$ cat src/ppc_pkg.sv
/*
  Constants for the eight-pin general-purpose port with current-controlled drive.
  Assumes a single-master AHB-Lite bus with word-wide single transfers.
*/
// What this block does
// - Eight bidirectional pins, one bit of each per-pin register each.
// - Direction 1 turns the driver off; 0 drives the latch onto the pin.
// - Pin value reads return sampled pins; writes go into the output latch.
// - Every port write stores the written byte straight into the output latch.
// - Output latch keeps the latest latch or pin value write and feeds pins.
// - Direction governs drivers on analog pins; analog pins read digital zero.
// - Drain-only pins sink only and never drive high.
// - Edge-rate bit set picks limited slew, clear picks maximum slew.
// - Threshold select picks Schmitt or TTL for pin value reads.
// - Analog select leaves digital output alone; digital input reads zero.
// - Analog select bits reset to analog mode.
// - Analog input functions are active only on analog-selected pins.
// - After reset pins take latch data; pin select logic may take over.
// - Enabled analog output wins and forces the digital driver off.
// - Per-pin pull-up enable switches each pull-up.
// - Global enable bit 7 allows limiting on pins with source or sink enables.
// - Level 11=1.0mA, 10=2.0mA, 01=5.0mA, 00=10.0mA; bits 6-2 read zero.
// - Limiting per driver only when its pin enable and global enable are set.
// - Limiting applies whether latch or peripheral drives the pin.
// - Threshold bit 1 selects Schmitt input, 0 selects TTL input.
// - Pull-up is off whenever the pin is an output.
`default_nettype none
package ppc_pkg;
    localparam int unsigned NPINS = 8;
    localparam logic [7:0] OFS_PIN_VALUE   = 8'h00;
    localparam logic [7:0] OFS_LATCH       = 8'h04;
    localparam logic [7:0] OFS_DIRECTION   = 8'h08;
    localparam logic [7:0] OFS_ANALOG      = 8'h0C;
    localparam logic [7:0] OFS_PULLUP      = 8'h10;
    localparam logic [7:0] OFS_DRAIN_ONLY  = 8'h14;
    localparam logic [7:0] OFS_EDGE_RATE   = 8'h18;
    localparam logic [7:0] OFS_THRESHOLD   = 8'h1C;
    localparam logic [7:0] OFS_SRC_CURRENT = 8'h20;
    localparam logic [7:0] OFS_SNK_CURRENT = 8'h24;
    localparam logic [7:0] OFS_DRIVE_CFG   = 8'h28;
    localparam logic [7:0] RST_LATCH       = 8'h00;
    localparam logic [7:0] RST_DIRECTION   = 8'hFF;
    localparam logic [7:0] RST_ANALOG      = 8'hFF;
    localparam logic [7:0] RST_PULLUP      = 8'h00;
    localparam logic [7:0] RST_DRAIN_ONLY  = 8'h00;
    localparam logic [7:0] RST_EDGE_RATE   = 8'hFF;
    localparam logic [7:0] RST_THRESHOLD   = 8'hFF;
    localparam logic [7:0] RST_CURRENT     = 8'h00;
    localparam logic       RST_CCD_ON      = 1'b0;
    localparam logic [1:0] RST_CCD_LEVEL   = 2'b00;
    localparam int unsigned CFG_ON_BIT     = 7;
    localparam int unsigned CFG_LEVEL_LSB  = 0;
    localparam logic [1:0] LEVEL_1MA0      = 2'b11;
    localparam logic [1:0] LEVEL_2MA0      = 2'b10;
    localparam logic [1:0] LEVEL_5MA0      = 2'b01;
    localparam logic [1:0] LEVEL_10MA0     = 2'b00;
    localparam logic [1:0] HTRANS_NONSEQ   = 2'b10;
    typedef enum logic [0:0] {
        PPC_BUS_READY = 1'b0,
        PPC_BUS_RDWAIT = 1'b1
    } ppc_bus_state_t;
endpackage
`default_nettype wire

$ cat src/ppc_port.sv
/*
  Eight-pin port: AHB-Lite register slave, pin drive, input sampling, current drive.
  Assumes pad comparators supply both Schmitt and TTL levels; pad resolves pin wire.
*/
// Local design decisions: register access over AHB-Lite and the address map.
`default_nettype none
module ppc_port
    import ppc_pkg::*;
(
    input  wire logic        hclk,
    input  wire logic        hresetn,
    input  wire logic        hsel,
    input  wire logic [31:0] haddr,
    input  wire logic [1:0]  htrans,
    input  wire logic        hwrite,
    input  wire logic [2:0]  hsize,
    input  wire logic [31:0] hwdata,
    input  wire logic        hready,
    output logic      [31:0] hrdata,
    output logic             hreadyout,
    output logic             hresp,
    input  wire logic [7:0]  pin_st_in,
    input  wire logic [7:0]  pin_ttl_in,
    output logic      [7:0]  pin_out,
    output logic      [7:0]  pin_oe,
    input  wire logic [7:0]  periph_sel,
    input  wire logic [7:0]  periph_data,
    input  wire logic [7:0]  analog_out_en,
    output logic      [7:0]  pin_digital_in,
    output logic      [7:0]  analog_in_on,
    output logic      [7:0]  pin_pullup_on,
    output logic      [7:0]  pin_slew_limited,
    output logic      [7:0]  pin_ccd_src_on,
    output logic      [7:0]  pin_ccd_snk_on,
    output logic             ccd_bias_on,
    output logic      [1:0]  ccd_level
);
    // ==========================================
    // Registers and bus state
    // one bit per pin
    logic [7:0]     output_latch;
    logic [7:0]     pin_direction_bits;
    logic [7:0]     analog_select_bits;
    logic [7:0]     pullup_enable_bits;
    logic [7:0]     drain_only_select;
    logic [7:0]     edge_rate_limit;
    logic [7:0]     threshold_select;
    logic [7:0]     source_current_enable;
    logic [7:0]     sink_current_enable;
    logic           current_drive_global_on;
    logic [1:0]     current_level_select;
    ppc_bus_state_t bus_state;
    logic           wr_pend;
    logic [7:0]     wr_addr;
    logic [7:0]     rd_addr;
    logic [7:0]     st_meta;
    logic [7:0]     st_sync;
    logic [7:0]     ttl_meta;
    logic [7:0]     ttl_sync;

    // ==========================================
    // Address phase decode
    wire       addr_ok  = hsel && hready && (htrans == HTRANS_NONSEQ);
    wire       take_wr  = addr_ok && hwrite;
    wire       take_rd  = addr_ok && !hwrite;
    wire [7:0] wdat     = hwdata[7:0];
    wire       wr_pv    = wr_pend && (wr_addr == OFS_PIN_VALUE);
    wire       wr_lat   = wr_pend && (wr_addr == OFS_LATCH);
    wire       wr_dir   = wr_pend && (wr_addr == OFS_DIRECTION);
    wire       wr_ans   = wr_pend && (wr_addr == OFS_ANALOG);
    wire       wr_wpu   = wr_pend && (wr_addr == OFS_PULLUP);
    wire       wr_od    = wr_pend && (wr_addr == OFS_DRAIN_ONLY);
    wire       wr_slr   = wr_pend && (wr_addr == OFS_EDGE_RATE);
    wire       wr_thr   = wr_pend && (wr_addr == OFS_THRESHOLD);
    wire       wr_src   = wr_pend && (wr_addr == OFS_SRC_CURRENT);
    wire       wr_snk   = wr_pend && (wr_addr == OFS_SNK_CURRENT);
    wire       wr_cfg   = wr_pend && (wr_addr == OFS_DRIVE_CFG);

    // ==========================================
    // Input path
    // threshold picks comparator
    wire [7:0] sampled  = (threshold_select & st_sync) | (~threshold_select & ttl_sync);
    wire [7:0] dig_in   = sampled & ~analog_select_bits;
    // port word read back from pins
    wire [7:0] pv_read  = dig_in;

    // ==========================================
    // Read mux
    wire [7:0] cfg_read = {current_drive_global_on, 5'b0_0000, current_level_select};
    logic [7:0] rd_byte;
    always_comb begin
        case (rd_addr)
            OFS_PIN_VALUE:   rd_byte = pv_read;
            OFS_LATCH:       rd_byte = output_latch;
            OFS_DIRECTION:   rd_byte = pin_direction_bits;
            OFS_ANALOG:      rd_byte = analog_select_bits;
            OFS_PULLUP:      rd_byte = pullup_enable_bits;
            OFS_DRAIN_ONLY:  rd_byte = drain_only_select;
            OFS_EDGE_RATE:   rd_byte = edge_rate_limit;
            OFS_THRESHOLD:   rd_byte = threshold_select;
            OFS_SRC_CURRENT: rd_byte = source_current_enable;
            OFS_SNK_CURRENT: rd_byte = sink_current_enable;
            OFS_DRIVE_CFG:   rd_byte = cfg_read;
            default:         rd_byte = 8'h00;
        endcase
    end

    // ==========================================
    // Output path
    // latch unless pin select takes over
    wire [7:0] drv_data = (periph_sel & periph_data) | (~periph_sel & output_latch);
    // direction and analog output gate driver
    wire [7:0] drv_en   = ~pin_direction_bits & ~analog_out_en;
    wire [7:0] next_oe  = drv_en & ~(drain_only_select & drv_data);
    wire [7:0] next_out = drv_data & ~drain_only_select;
    wire [7:0] ccd_all  = {8{current_drive_global_on}};

    // ==========================================
    // Bus slave sequencing
    always_ff @(posedge hclk or negedge hresetn) begin
        if (!hresetn) begin
            bus_state <= PPC_BUS_READY;
            hreadyout <= 1'b1;
            hrdata    <= 32'h0000_0000;
            wr_pend   <= 1'b0;
            wr_addr   <= 8'h00;
            rd_addr   <= 8'h00;
            hresp     <= 1'b0;
        end else begin
            hresp   <= 1'b0;
            wr_pend <= take_wr && (bus_state == PPC_BUS_READY);
            case (bus_state)
                PPC_BUS_READY: begin
                    if (take_rd) begin
                        bus_state <= PPC_BUS_RDWAIT;
                        hreadyout <= 1'b0;
                        rd_addr   <= haddr[7:0];
                    end
                    if (take_wr) begin
                        wr_addr <= haddr[7:0];
                    end
                end
                PPC_BUS_RDWAIT: begin
                    bus_state <= PPC_BUS_READY;
                    hreadyout <= 1'b1;
                    hrdata    <= {24'h00_0000, rd_byte};
                end
                default: begin
                    bus_state <= PPC_BUS_READY;
                    hreadyout <= 1'b1;
                end
            endcase
        end
    end

    // ==========================================
    // Software registers
    always_ff @(posedge hclk or negedge hresetn) begin
        if (!hresetn) begin
            output_latch            <= RST_LATCH;
            pin_direction_bits      <= RST_DIRECTION;
            analog_select_bits      <= RST_ANALOG;
            pullup_enable_bits      <= RST_PULLUP;
            drain_only_select       <= RST_DRAIN_ONLY;
            edge_rate_limit         <= RST_EDGE_RATE;
            threshold_select        <= RST_THRESHOLD;
            source_current_enable   <= RST_CURRENT;
            sink_current_enable     <= RST_CURRENT;
            current_drive_global_on <= RST_CCD_ON;
            current_level_select    <= RST_CCD_LEVEL;
        end else begin
            // either write lands in the latch
            if (wr_pv || wr_lat) output_latch <= wdat;
            if (wr_dir) pin_direction_bits <= wdat;
            if (wr_ans) analog_select_bits <= wdat;
            if (wr_wpu) pullup_enable_bits <= wdat;
            if (wr_od)  drain_only_select <= wdat;
            if (wr_slr) edge_rate_limit <= wdat;
            if (wr_thr) threshold_select <= wdat;
            if (wr_src) source_current_enable <= wdat;
            if (wr_snk) sink_current_enable <= wdat;
            if (wr_cfg) begin
                current_drive_global_on <= wdat[CFG_ON_BIT];
                current_level_select    <= wdat[CFG_LEVEL_LSB +: 2];
            end
        end
    end

    // ==========================================
    // Pin synchronisers
    // two stages before any use
    always_ff @(posedge hclk or negedge hresetn) begin
        if (!hresetn) begin
            st_meta  <= 8'h00;
            st_sync  <= 8'h00;
            ttl_meta <= 8'h00;
            ttl_sync <= 8'h00;
        end else begin
            st_meta  <= pin_st_in;
            st_sync  <= st_meta;
            ttl_meta <= pin_ttl_in;
            ttl_sync <= ttl_meta;
        end
    end

    // ==========================================
    // Registered pad controls
    always_ff @(posedge hclk or negedge hresetn) begin
        if (!hresetn) begin
            pin_out          <= 8'h00;
            pin_oe           <= 8'h00;
            pin_digital_in   <= 8'h00;
            analog_in_on     <= 8'h00;
            pin_pullup_on    <= 8'h00;
            pin_slew_limited <= 8'h00;
            pin_ccd_src_on   <= 8'h00;
            pin_ccd_snk_on   <= 8'h00;
            ccd_bias_on      <= 1'b0;
            ccd_level        <= 2'b00;
        end else begin
            pin_out          <= next_out;
            pin_oe           <= next_oe;
            pin_digital_in   <= dig_in;
            analog_in_on     <= analog_select_bits;
            pin_pullup_on    <= pullup_enable_bits & pin_direction_bits;
            pin_slew_limited <= edge_rate_limit;
            pin_ccd_src_on   <= source_current_enable & ccd_all;
            pin_ccd_snk_on   <= sink_current_enable & ccd_all;
            ccd_bias_on      <= current_drive_global_on;
            ccd_level        <= current_level_select;
        end
    end
endmodule
`default_nettype wire

$ cat config.mk
export PLATFORM = sky130hd
export DESIGN_NAME = ppc_port
export DESIGN_NICKNAME = d
export VERILOG_FILES = /design/src/ppc_pkg.sv /design/src/ppc_port.sv
export SDC_FILE = /design/constraint.sdc
export NUM_CORES = 1
export LEC_CHECK = 0
export BUFFER_PORTS_ARGS = -buffer_cell sky130_fd_sc_hd__buf_2
export CAP_MARGIN = 20
export CORE_AREA = 5 5 94 184
export DETAILED_ROUTE_END_ITERATION = 16
export DIE_AREA = 0 0 99 189
export MAX_ROUTING_LAYER = met4
export PLACE_DENSITY = 0.77
export SLEW_MARGIN = 20
export SYNTH_ARGS = -nofsm -noshare
export SYNTH_HDL_FRONTEND = slang
export SYNTH_SLANG_ARGS = --single-unit
$ cat constraint.sdc
create_clock -name hclk -period 2.1 [get_ports hclk]
set_input_delay 0.105 -clock hclk [delete_from_list [all_inputs] [get_ports hclk]]
set_output_delay 0.105 -clock hclk [all_outputs]
set_load 0.005 [all_outputs]
* Word level (Yosys, flattened, before mapping)
Index checks and enable logic that the tools add are counted.
Storage, ports and cells: output and inout bits 101, input port bits 114, register bits after elaboration 201, word-level logic and storage cells 102
Operators by class: mux-type cells 5, reduce and logical (&&, ||, !) cells 22, bitwise logic cells 22, equality and inequality tests 22
Operator list (number):
- 8-bit bitwise AND | 12
- 8-bit one-hot mux with 11 select lines | 1
- 8-bit by 5-bit == test with 1-bit output, second input constant | 8
- 8-bit inverter | 7
- 8-bit by 6-bit == test with 1-bit output, second input constant | 6
- 8-bit by 4-bit == test with 1-bit output, second input constant | 4
- 8-bit by 3-bit == test with 1-bit output, second input constant | 2
- 1-bit logical AND | 16
- 8-bit zero test | 2
- 8-bit bitwise OR | 2
- 1-bit one-hot mux with 2 select lines | 2
- 2-bit AND reduction | 2
- 2-bit == test, second input constant | 1
- 1-bit 2-to-1 mux | 2
- 2-bit inequality test, second input constant | 1
- 1-bit zero test | 1
- 1-bit logical OR | 1
- 1-bit inverter | 1

* Longest topological paths before layout
Gate-level depths: netlist of run 1.
depth in word-level cells 6, mapped depth 7, mapped depth without buffers 5

* Worst setup path before layout of run 1
OpenSTA, ideal clock, no wires.
kind register to register, start register wr_addr[1], end register pin_direction_bits[2], cell stages (with the launch flop) 6, arrival time 1.624 ns, clock period less this slack 1.706 ns, path slack 0.394 ns, library setup time 0.082 ns, path buffers 0, cell sequence dfrtp_1 or3b_4 nor3b_4 nand2_1 nor2_4 mux2_2
On the way: longest elaborated chain between the ends 2
RTL lines:
- start, declared | line ppc_port.sv:54 | logic [7:0] wr_addr;
- start signal, assigned | line ppc_port.sv:140 | wr_addr <= haddr[7:0];
- 8-bit by 4-bit == test with 1-bit output | line ppc_port.sv:69 | wire wr_dir = wr_pend && (wr_addr == OFS_DIRECTION);
- 1-bit logical AND | line ppc_port.sv:69
- end signal, assigned | line ppc_port.sv:174 | if (wr_dir) pin_direction_bits <= wdat;
- end, declared | line ppc_port.sv:42 | logic [7:0] pin_direction_bits;
Every way passes these cells. A chain may end at the register's enable or synchronous reset.

* Worst setup path in the final report of run 1
start register wr_addr[4], end register analog_select_bits[4]
On the way: longest elaborated chain between the ends 2
RTL lines:
- 8-bit by 4-bit == test with 1-bit output | line ppc_port.sv:70 | wire wr_ans = wr_pend && (wr_addr == OFS_ANALOG);
- 1-bit logical AND | line ppc_port.sv:70
- end signal, assigned | line ppc_port.sv:175 | if (wr_ans) analog_select_bits <= wdat;
- end, declared | line ppc_port.sv:43 | logic [7:0] analog_select_bits;
Every way passes these cells.

==> metrics.cfg, run 1 <==
[synth]
synth_most_common_cell = dfrtp_1
synth-seq-area-share_pct = 63.4
yosys_warnings = 0
ys_seq_elements = 201
async_reset_ff_share_pct = 100
yosysTopAreaCell = dfrtp_1
synth_top_area_share_pct = 52.6
syn_area_per_cell_um2 = 14.6
synth_edf_count = 0
synth.top_cells.by_count = dfrtp_1, mux2_2, dfstp_2
synth-main-ff-cell = dfrtp_1
ys_types = 54
syn_area_um2 = 8000
netlist_instances = 547
yosys-top-cells-area = dfrtp_1, mux2_2, dfstp_2, mux2i_1, buf_4

[floorplanning]
rows = 65
die-width_um = 99
core_um2 = 15700
die_h_um = 189
initial_core_util_pct = 50.9
io_pins = 215
dieArea_um2 = 18700

[routing]
viasPerCell = 5.34
drt_first_pass_iters = 4
drt-initial-drc-count = 230
vias = 5343
ant_nets = 0
drc = 0
routed_wl_mm = 20.4
wl_per_cell_um = 20.4

[hold_path]
min_path_type = input port to flip-flop

[setup_path]
worst_setup_path_start_kind = flip-flop
slowest_stage = nor3_1
worst-path-max-fanout = 8
cp-end-kind = flip-flop
crit_type = flip-flop to flip-flop
critPathRequiredTime_ns = 2.51
crit_chain = nor3_1 -> nor3b_4 -> nand3_2 -> mux2_2
worstPathArrival_ns = 2.37
cpPeakStageDelay_ns = 0.41

[timing]
setup_viol = 0
fin_crit_ns = 1.96
hold_ws_ns = 0.0442
fmax_mhz = 509
worst_slack_ns = 0.137
skew_ns = 0.0133
grt_setup_unrepaired = no
finalMaxSlewViolations = 0
hold_viol = 0
period_share_pct = 93.5
setup_tns_ns = 0
tightest_slew_ns = 0.690
slew_headroom_pct = 53.7

[clock_tree]
clock_sinks = 201
htreeDepth = 1
clk_pin_slew_ns = 0.07
ctsResizeCount = 0
postCtsSetupRepairBufs = 0
clk_latency_ns = 0.49
cts_buffer_depth = 3
cts_tree = built
cts_buffers = 18
cts_root_buf = clkbuf_16

[power]
p_int_w = 0.00687
pwr-share-comb_pct = 15.4
power_leakage_nw = 4.90
p_switching_w = 0.00240
switching_share_pct = 25.9
pwr-share-clk_pct = 35.7
powerDensity_nw_per_um2 = 898
max-vdd-ir-drop_uv = 657
seq_power_share_pct = 48.9

[global_routing]
grt_pass1_vias = 5802
antenna_found_initial = 0
grt_first_pass_wirelength_mm = 31.9
grt_max_degree = 78
overflow = 0
grt_usage_pct = 22.5

[layout]
fin_nets = 901
finalInstanceArea_um2 = 10300
area_growth_pct = 29.2
nFillCells = 1142
drive_gt1_share_pct = 44.8
diodes = 0
instances_no_fill = 1000

[place]
io_buffer_count = 138
place_area_um2 = 9070
pre_cts_slack_ns = 0.134
place_inst = 903
place_congestion = 0.915
dp_hpwl_mm = 14.1

[status]
status = finished clean

[flow_run]
cap_violations = 0

## logic make-up (layout without fill, tap and decap cells)
| group | Yosys count | in the layout | share of synthesized area [%] |
|---|---|---|---|
| other | 1 | 25 | 0.0469 |
| muxes | 129 | 129 | 18.1 |
| AOI/OAI and AO/OA | 48 | 48 | 4.73 |
| buffers and inverters | 44 | 272 | 3.61 |
| and+or+nand+nor | 124 | 124 | 10.1 |
| DFF | 201 | 201 | 63.4 |
## area by class of cell
cell class	instances	area (µm²)	area share, %
flip-flops and latches	201	5070	49.1
multi-input cells	326	2730	26.4
repair buffers	238	1660	16.1
clock buffers	27	576	5.57
well taps	201	251	2.43
clock inverters	5	35.0	0.339
inverters	2	7.51	0.0727
## metrics by stage
step           power (W)  util, %
3_3_place_gp     0.00583     57.8
4_1_cts          0.00936     65.8
5_1_grt          0.00963     65.8
2_1_floorplan    0.00528        -
3_5_place_dp     0.00589     57.8
6_report         0.00928     65.8
## path summary, 6_finish.rpt
kind,cells after the start,endpoint,start,slack [ns]
max in group asynchronous,3,analog_select_bits[5],hresetn,1.11
setup reg to reg,4,analog_select_bits[4],wr_addr[4],0.14
hold / removal,2,output_latch[0],hwdata[0],0.04
min in group asynchronous,2,pin_out[7],hresetn,0.18
hold reg to reg,0,ttl_sync[0],ttl_meta[0],0.34
setup / recovery,4,analog_select_bits[4],wr_addr[4],0.14
## flip-flops by register name, summed over array words and instances, names as in the netlist, 8 cells and up
register               flops
analog_in_on               8
edge_rate_limit            8
ttl_sync                   8
pin_slew_limited           8
pin_direction_bits         8
hrdata                     8
pin_digital_in             8
pin_ccd_snk_on             8
pin_ccd_src_on             8
drain_only_select          8
ttl_meta                   8
source_current_enable      8
sink_current_enable        8
pin_out                    8
pullup_enable_bits         8
rd_addr                    8
output_latch               8
pin_oe                     8
threshold_select           8
analog_select_bits         8
st_meta                    8
wr_addr                    8
st_sync                    8
pin_pullup_on              8
## power groups by stage
stage                     combinational, W  clock (W)  sequential [W]
after floorplan                   0.000806          0         0.00447
after global placement             0.00126          0         0.00458
after detailed placement           0.00129          0         0.00460
after CTS                          0.00143    0.00340         0.00453
after global routing               0.00154    0.00352         0.00457
final                              0.00143    0.00331         0.00454
## worst max-delay path, delay by kind of cell (launching register included)
| family | cells | cell delay, ns |
|---|---|---|
| flip-flops | 1 | 0.39 |
| multiplexers | 1 | 0.41 |
| AND/OR/NAND/NOR | 3 | 1.08 |
## cell usage in the layout, fill, tap and decap left out, types with 5 or more instances in the layout
| master | instances |
|---|---|
| nor3_1 | 10 |
| buf_4 | 31 |
| and2_1 | 26 |
| nor2b_1 | 11 |
| dfrtp_1 | 168 |
| dlygate4sd3_1 | 65 |
| nand2_1 | 13 |
| nand3_1 | 5 |
| buf_2 | 137 |
| clkbuf_8 | 8 |
| nor2_1 | 24 |
| conb_1 | 25 |
| mux2i_1 | 29 |
| dfstp_2 | 33 |
| mux2_2 | 97 |
| a22o_1 | 7 |
| clkbuf_16 | 19 |
| o2bb2ai_1 | 6 |
## metal layers
layer,up-vias,share of wire [%],global-route usage [%]
li1,2385,-,-
met1,2689,35,25.0
met2,209,55,39.6
met3,60,5.7,2.95
met4,0,4.9,10.5
met5,-,0,-
## repair_timing
item | in CTS | in global routing
hold buffers | 65 | 0
hold endpoints to repair | 170 | 0
endpoints found under the setup margin | 0 | 0
(Power assumes the default switching activity.)
==> inputs of run 2 (changes only) <==
Settings changed: GPL_TIMING_DRIVEN set to 0.
==> run 2 against run 1 <==
The run now ends with negative setup slack left. Utilization rose by 0.25 points. Critical endpoint is now drain_only_select[4]. Setup slack got worse by 0.15 ns. Sequential cell count did not move. Critical path type unchanged. Clock power fell by 6.6%. Fmax fell by 7.1%. Combinational power rose by 5%. Clock-buffer cell count rose by 2. Routed wire length rose by 3.1%. Sequential share of layout area fell by 0.18 points. Design area rose by 0.38%. Cell count rose by 1.1%.
==> metrics.cfg, run 2 (same netlist as run 1, synthesis figures left out) <==
[layout]
final_cell_mix = dfrtp_1, buf_2, mux2_2, dlygate4sd3_1, buf_4
fin_util_pct = 66.1  ; +0.25 points
layout_commonest_cell = dfrtp_1
drive_gt1_share_pct = 44.8  ; about the same
diodes = 0  ; unchanged
area_growth_pct = 29.7
finalInstanceArea_um2 = 10400  ; +0.38%
fin_nets = 913  ; +1.3%

[hold_path]
min_path_type = input port to asynchronous set/reset pin

[setup_path]
cp-end-kind = flip-flop
worst-path-max-fanout = 8  ; unchanged
worst_setup_path_start_kind = flip-flop
worstPathArrival_ns = 2.47  ; +0.10 ns
crit_type = flip-flop to flip-flop
critPathRequiredTime_ns = 2.46  ; -0.05 ns

[global_routing]
overflow = 0  ; unchanged
grt_max_degree = 96  ; +23%
antenna_found_initial = 0  ; unchanged
grt_first_pass_wirelength_mm = 33.6  ; +5.5%
met2_usage_pct = 42.4  ; +2.8 points
use_met3_pct = 2.95  ; unchanged
use_met1_pct = 27.0  ; +2.0 points
grt.busiest_layer = met2
grt_pass1_vias = 5973  ; +2.9%
grt_usage_pct = 23.9  ; +1.3 points

[routing]
ant_nets = 0  ; unchanged
routed_wl_mm = 21.1  ; +3.1%
vias = 5346  ; +0.056%
drt-initial-drc-count = 252  ; +9.6%
drc = 0  ; unchanged
viasPerCell = 5.29  ; -1.0%
drt_first_pass_iters = 4  ; unchanged
wl_per_cell_um = 20.8  ; +2.0%

[clock_tree]
htreeDepth = 1  ; unchanged
clk_latency_ns = 0.48  ; about the same
cts_tree = built
cts_root_buf = clkbuf_16
clock_sinks = 201  ; unchanged
cts_buffer_depth = 3  ; unchanged
cts_buffers = 18  ; unchanged
clk_pin_slew_ns = 0.07  ; about the same

[place]
io_buffer_count = 135  ; -2.2%
dp_hpwl_mm = 14.5  ; +2.7%
place_congestion = 0.884  ; -3.3%
pre_cts_slack_ns = -0.101  ; -0.235 ns
place_area_um2 = 9080  ; +0.11%

[flow_run]
cap_violations = 0  ; unchanged

[floorplanning]
dieArea_um2 = 18700  ; unchanged
die_h_um = 189  ; unchanged
die-width_um = 99  ; unchanged
core_um2 = 15700  ; unchanged
rows = 65  ; unchanged
initial_core_util_pct = 50.9  ; unchanged
io_pins = 215  ; unchanged

[timing]
grt_setup_unrepaired = yes
fmax_mhz = 473  ; -7.1%
slew_headroom_pct = 41.8  ; -12 points
tightest_slew_ns = 0.866  ; +0.176 ns
hold_viol = 0  ; unchanged
setup_viol = 6  ; +6
skew_ns = 0.0101  ; -0.00325 ns
finalMaxSlewViolations = 0  ; unchanged
worst_slack_ns = -0.0121  ; -0.149 ns
fin_crit_ns = 2.11  ; +0.149 ns
period_share_pct = 101  ; +7.1 points

[power]
power_leakage_nw = 4.93  ; +0.64%
p_total_w = 0.00908  ; -2.1%
powerDensity_nw_per_um2 = 875  ; -2.5%
max-vdd-ir-drop_uv = 724  ; +10%

[status]
violations = negative setup slack
status = finished, violations left

[run 2: timing repair]
item                                   in CTS  in global routing
endpoints found under the hold margin     176                  0
resized for setup                           3                  4
setup endpoints to repair                  13                 54
pin swaps                                   1                  3
buffers inserted                            2                  6
hold buffers                               63                  0
[run 2: report_power, final]
| group | switching [W] | internal (W) | total (W) |
|---|---|---|---|
| clock network | 0.00135 | 0.00174 | 0.00309 |
| registers | 0.000254 | 0.00423 | 0.00449 |
| logic | 0.000778 | 0.000725 | 0.00150 |
| total | 0.00238 | 0.00670 | 0.00908 |
[run 2: path summary, 6_finish.rpt]
path / to / slack, ns / start / cells after the start
setup / recovery: drain_only_select[4] / -0.01 / wr_addr[5] / 4
hold / removal: pin_pullup_on[7] / 0.04 / hresetn / 2
setup reg to reg: drain_only_select[4] / -0.01 / wr_addr[5] / 4
hold reg to reg: ttl_sync[5] / 0.35 / ttl_meta[5] / 0
max in group asynchronous: threshold_select[5] / 0.91 / hresetn / 4
min in group hclk: wr_pend / 0.05 / hready / 3
[run 2: stage by stage]
stage               TNS [ns]  hold WS, ns  instances
CTS                 -0.00980       0.0236       1005
global route           -1.29       0.0496       1011
floorplan                  0       -0.191        571
global placement     -378.25        0.214        907
detailed placement    -0.749      -0.0646        909
finish               -0.0390       0.0376       1011
[run 2: metal layers]
metal / part of all wire, % / wire, µm
met1: 35 / 7360
met2: 56 / 11800
met3: 5.3 / 1110
met5: 0 / 0
met4: 3.6 / 756
[run 2: cell type report]
cell class / instances / area (µm²)
well taps: 201 / 251
clock buffers: 29 / 533
clock inverters: 2 / 13.8
repair buffers: 208 / 1440
inverters: 2 / 7.51
fillers: 1131 / 5330
flip-flops and latches: 201 / 5070
multi-input cells: 326 / 2770
plain buffers: 42 / 283
[run 2: worst max-delay path, stage by stage (launching register included)]
cell	delay, ns
dfrtp_1	0.46
nor4b_2	0.41
nand2b_1	0.16
nor2_2	0.55
mux2_2	0.41
==> inputs of run 3 (changes only) <==
Settings changed: ABC_AREA set to 1, CORE_AREA 5 5 94 184 to 5 5 94 183, DIE_AREA 0 0 99 189 to 0 0 99 188, HOLD_SLACK_MARGIN set to 0.08, PLACE_DENSITY 0.77 to 0.78.
==> run 3 against run 2 <==
The run now ends clean. Design area decreased by 0.46%. Die area is 0.53% lower. First-iteration DRC count up 47%. Non-clock buffer count decreased by 6. Clock power rose by 6.8%. Fmax grew 12%. Sequential power rose by 2%. Cell count increased by 27%. Sequential cell count unchanged. Clock-buffer cell count fell by 5. Via count up 20%. Setup slack improved by 0.23 ns.
==> metrics.cfg, run 3 <==
[synth]
synth-seq-area-share_pct = 62.7  ; -0.67 points
netlist_instances = 830  ; +52%
yosys_warnings = 0  ; unchanged
ys_types = 28  ; -48%
synth_edf_count = 0  ; unchanged
synth-main-ff-cell = dfrtp_1
yosys-top-cells-area = dfrtp_1, dfstp_2, nand2_1, nand3_1, inv_1
syn_area_um2 = 8080  ; +1.1%
synth_top_area_share_pct = 52.0  ; -0.55 points
synth_most_common_cell = nand2_1
synth.top_cells.by_count = nand2_1, dfrtp_1, inv_1
syn_area_per_cell_um2 = 9.74  ; -33%
async_reset_ff_share_pct = 100  ; unchanged
ys_seq_elements = 201  ; unchanged
yosysTopAreaCell = dfrtp_1

[floorplanning]
initial_core_util_pct = 51.5  ; +0.54 points
core_um2 = 15700  ; unchanged
dieArea_um2 = 18600  ; -0.53%
die_h_um = 188  ; -0.53%
io_pins = 215  ; unchanged
rows = 65  ; unchanged
die-width_um = 99  ; unchanged

[layout]
drive_gt1_share_pct = 27.4  ; -17 points
diodes = 0  ; unchanged
fin_util_pct = 65.8  ; -0.30 points
fin_nets = 1184  ; +30%
area_growth_pct = 27.7
final_cell_mix = nand2_1, dfrtp_1, buf_2, inv_1, nand3_1
finalInstanceArea_um2 = 10300  ; -0.46%
layout_commonest_cell = nand2_1

[setup_path]
crit_type = flip-flop to flip-flop
cpPeakStageDelay_ns = 0.41  ; -0.14 ns
slowest_stage = dfrtp_1
worstPathArrival_ns = 2.30  ; -0.17 ns
critPathRequiredTime_ns = 2.52  ; +0.06 ns
worst_setup_path_start_kind = flip-flop
crit_top_cell = nand2_1
worst-path-max-fanout = 10  ; +2
cp-end-kind = flip-flop
crit_chain = inv_1 -> nand2_1 -> nor2_1 -> buf_2 -> nand3_1 -> nand2_1 -> nor2_1 -> nand3_1 -> nand2_1 -> nand2_1

[clock_tree]
cts_buffer_depth = 3  ; unchanged
cts_tree = built
postCtsSetupRepairBufs = 0  ; -2
htreeDepth = 1  ; unchanged
clock_sinks = 201  ; unchanged
clk_pin_slew_ns = 0.08  ; about the same
cts_buffers = 17  ; -1
cts_root_buf = clkbuf_16
clk_latency_ns = 0.48  ; about the same

[timing]
tightest_slew_ns = 0.564  ; -0.302 ns
finalMaxSlewViolations = 0  ; unchanged
fmax_mhz = 531  ; +12%
skew_ns = 0.0129  ; +0.00284 ns
hold_viol = 0  ; unchanged
slew_headroom_pct = 62.3  ; +21 points
setup_viol = 0  ; -6
fin_crit_ns = 1.88  ; -0.229 ns
setup_tns_ns = 0  ; +0.0390 ns
hold_ws_ns = 0.137  ; +0.0990 ns
grt_setup_unrepaired = no
period_share_pct = 89.7  ; -11 points

[status]
status = finished clean

[routing]
ant_nets = 0  ; unchanged
routed_wl_mm = 21.1  ; about the same
vias = 6414  ; +20%
drt_first_pass_iters = 5  ; +1
drt-initial-drc-count = 371  ; +47%
drc = 0  ; unchanged
wl_per_cell_um = 16.5  ; -21%
viasPerCell = 5.01  ; -5.3%

[power]
p_total_w = 0.00933  ; +2.8%
powerDensity_nw_per_um2 = 904  ; +3.3%
power_leakage_nw = 5.54  ; +12%
max-vdd-ir-drop_uv = 480  ; -34%

[global_routing]
grt_usage_pct = 23.5  ; -0.36 points
grt_first_pass_wirelength_mm = 33.7  ; +0.25%
overflow = 0  ; unchanged
grt_max_degree = 71  ; -26%
grt_pass1_vias = 6758  ; +13%
antenna_found_initial = 0  ; unchanged

[place]
dp_hpwl_mm = 15.3  ; +5.5%
place_congestion = 0.960  ; +8.5%
place_area_um2 = 9180  ; +1.1%
io_buffer_count = 138  ; +2.2%

[hold_path]
min_path_type = input port to flip-flop

[flow_run]
cap_violations = 0  ; unchanged

==> run 3: worst paths after layout <==
check	from	to	slack, ns	cells past startpoint
worst min-delay path	hwdata[2]	source_current_enable[2]	0.14	3
min in group asynchronous	hresetn	ccd_level[0]	0.17	2
worst max-delay path	rd_addr[5]	hrdata[3]	0.22	10
worst min register to register	ttl_meta[0]	ttl_sync[0]	0.35	0
worst max register to register	rd_addr[5]	hrdata[3]	0.22	10
max in group asynchronous	hresetn	analog_select_bits[5]	1.17	3
==> run 3: layout make-up <==
class                   count  area [µm²]
well taps                 201         251
clock buffers              24         472
fillers                  1221        5380
flip-flops and latches    201        5070
repair buffers            197        1330
inverters                  89         334
multi-input cells         517        2420
plain buffers              47         348
clock inverters             5         100
==> run 3: repair_timing <==
item                                    CTS  global route
hold endpoints to repair                229             0
gates resized for setup                   0             0
hold buffers                             57             0
endpoints found under the setup margin    0             0
==> run 3: worst max-delay path, delay by kind of cell, from the launching register on <==
family / cells / cell delay, ns
DFF: 1 / 0.41
buffers and inverters: 2 / 0.41
and+or+nand+nor: 8 / 1.01
==> run 3: per-layer routing <==
layer	track usage [%]	share of wire [%]	up-vias	wire, µm
li1	-	-	3044	-
met1	24.7	34	2992	7190
met2	40.9	53	281	11100
met3	2.31	5.5	97	1160
met4	15.6	7.8	0	1640
met5	-	0	-	0
==> run 3: kinds of logic after synthesis <==
group / share of synthesized area [%]
AOI/OAI and AO/OA: 7.82
buffers and inverters: 8.44
DFF: 62.7
and+or+nand+nor: 20.3
muxes: 0.619
other: 0.0464
==> run 3: stage by stage <==
| stage | std cells | setup WS, ns |
|---|---|---|
| after floorplan | 854 | 0.654 |
| after global placement | 1193 | -2.16 |
| after detailed placement | 1195 | 0.239 |
| after CTS | 1281 | 0.223 |
| after global routing | 1281 | 0.136 |
| final | 1281 | 0.217 |
==> run 3: report_power, final <==
group	total [W]	switching (W)	internal [W]
clock network	0.00330	0.00136	0.00194
logic	0.00145	0.000838	0.000610
registers	0.00458	0.000287	0.00430
total	0.00933	0.00249	0.00685
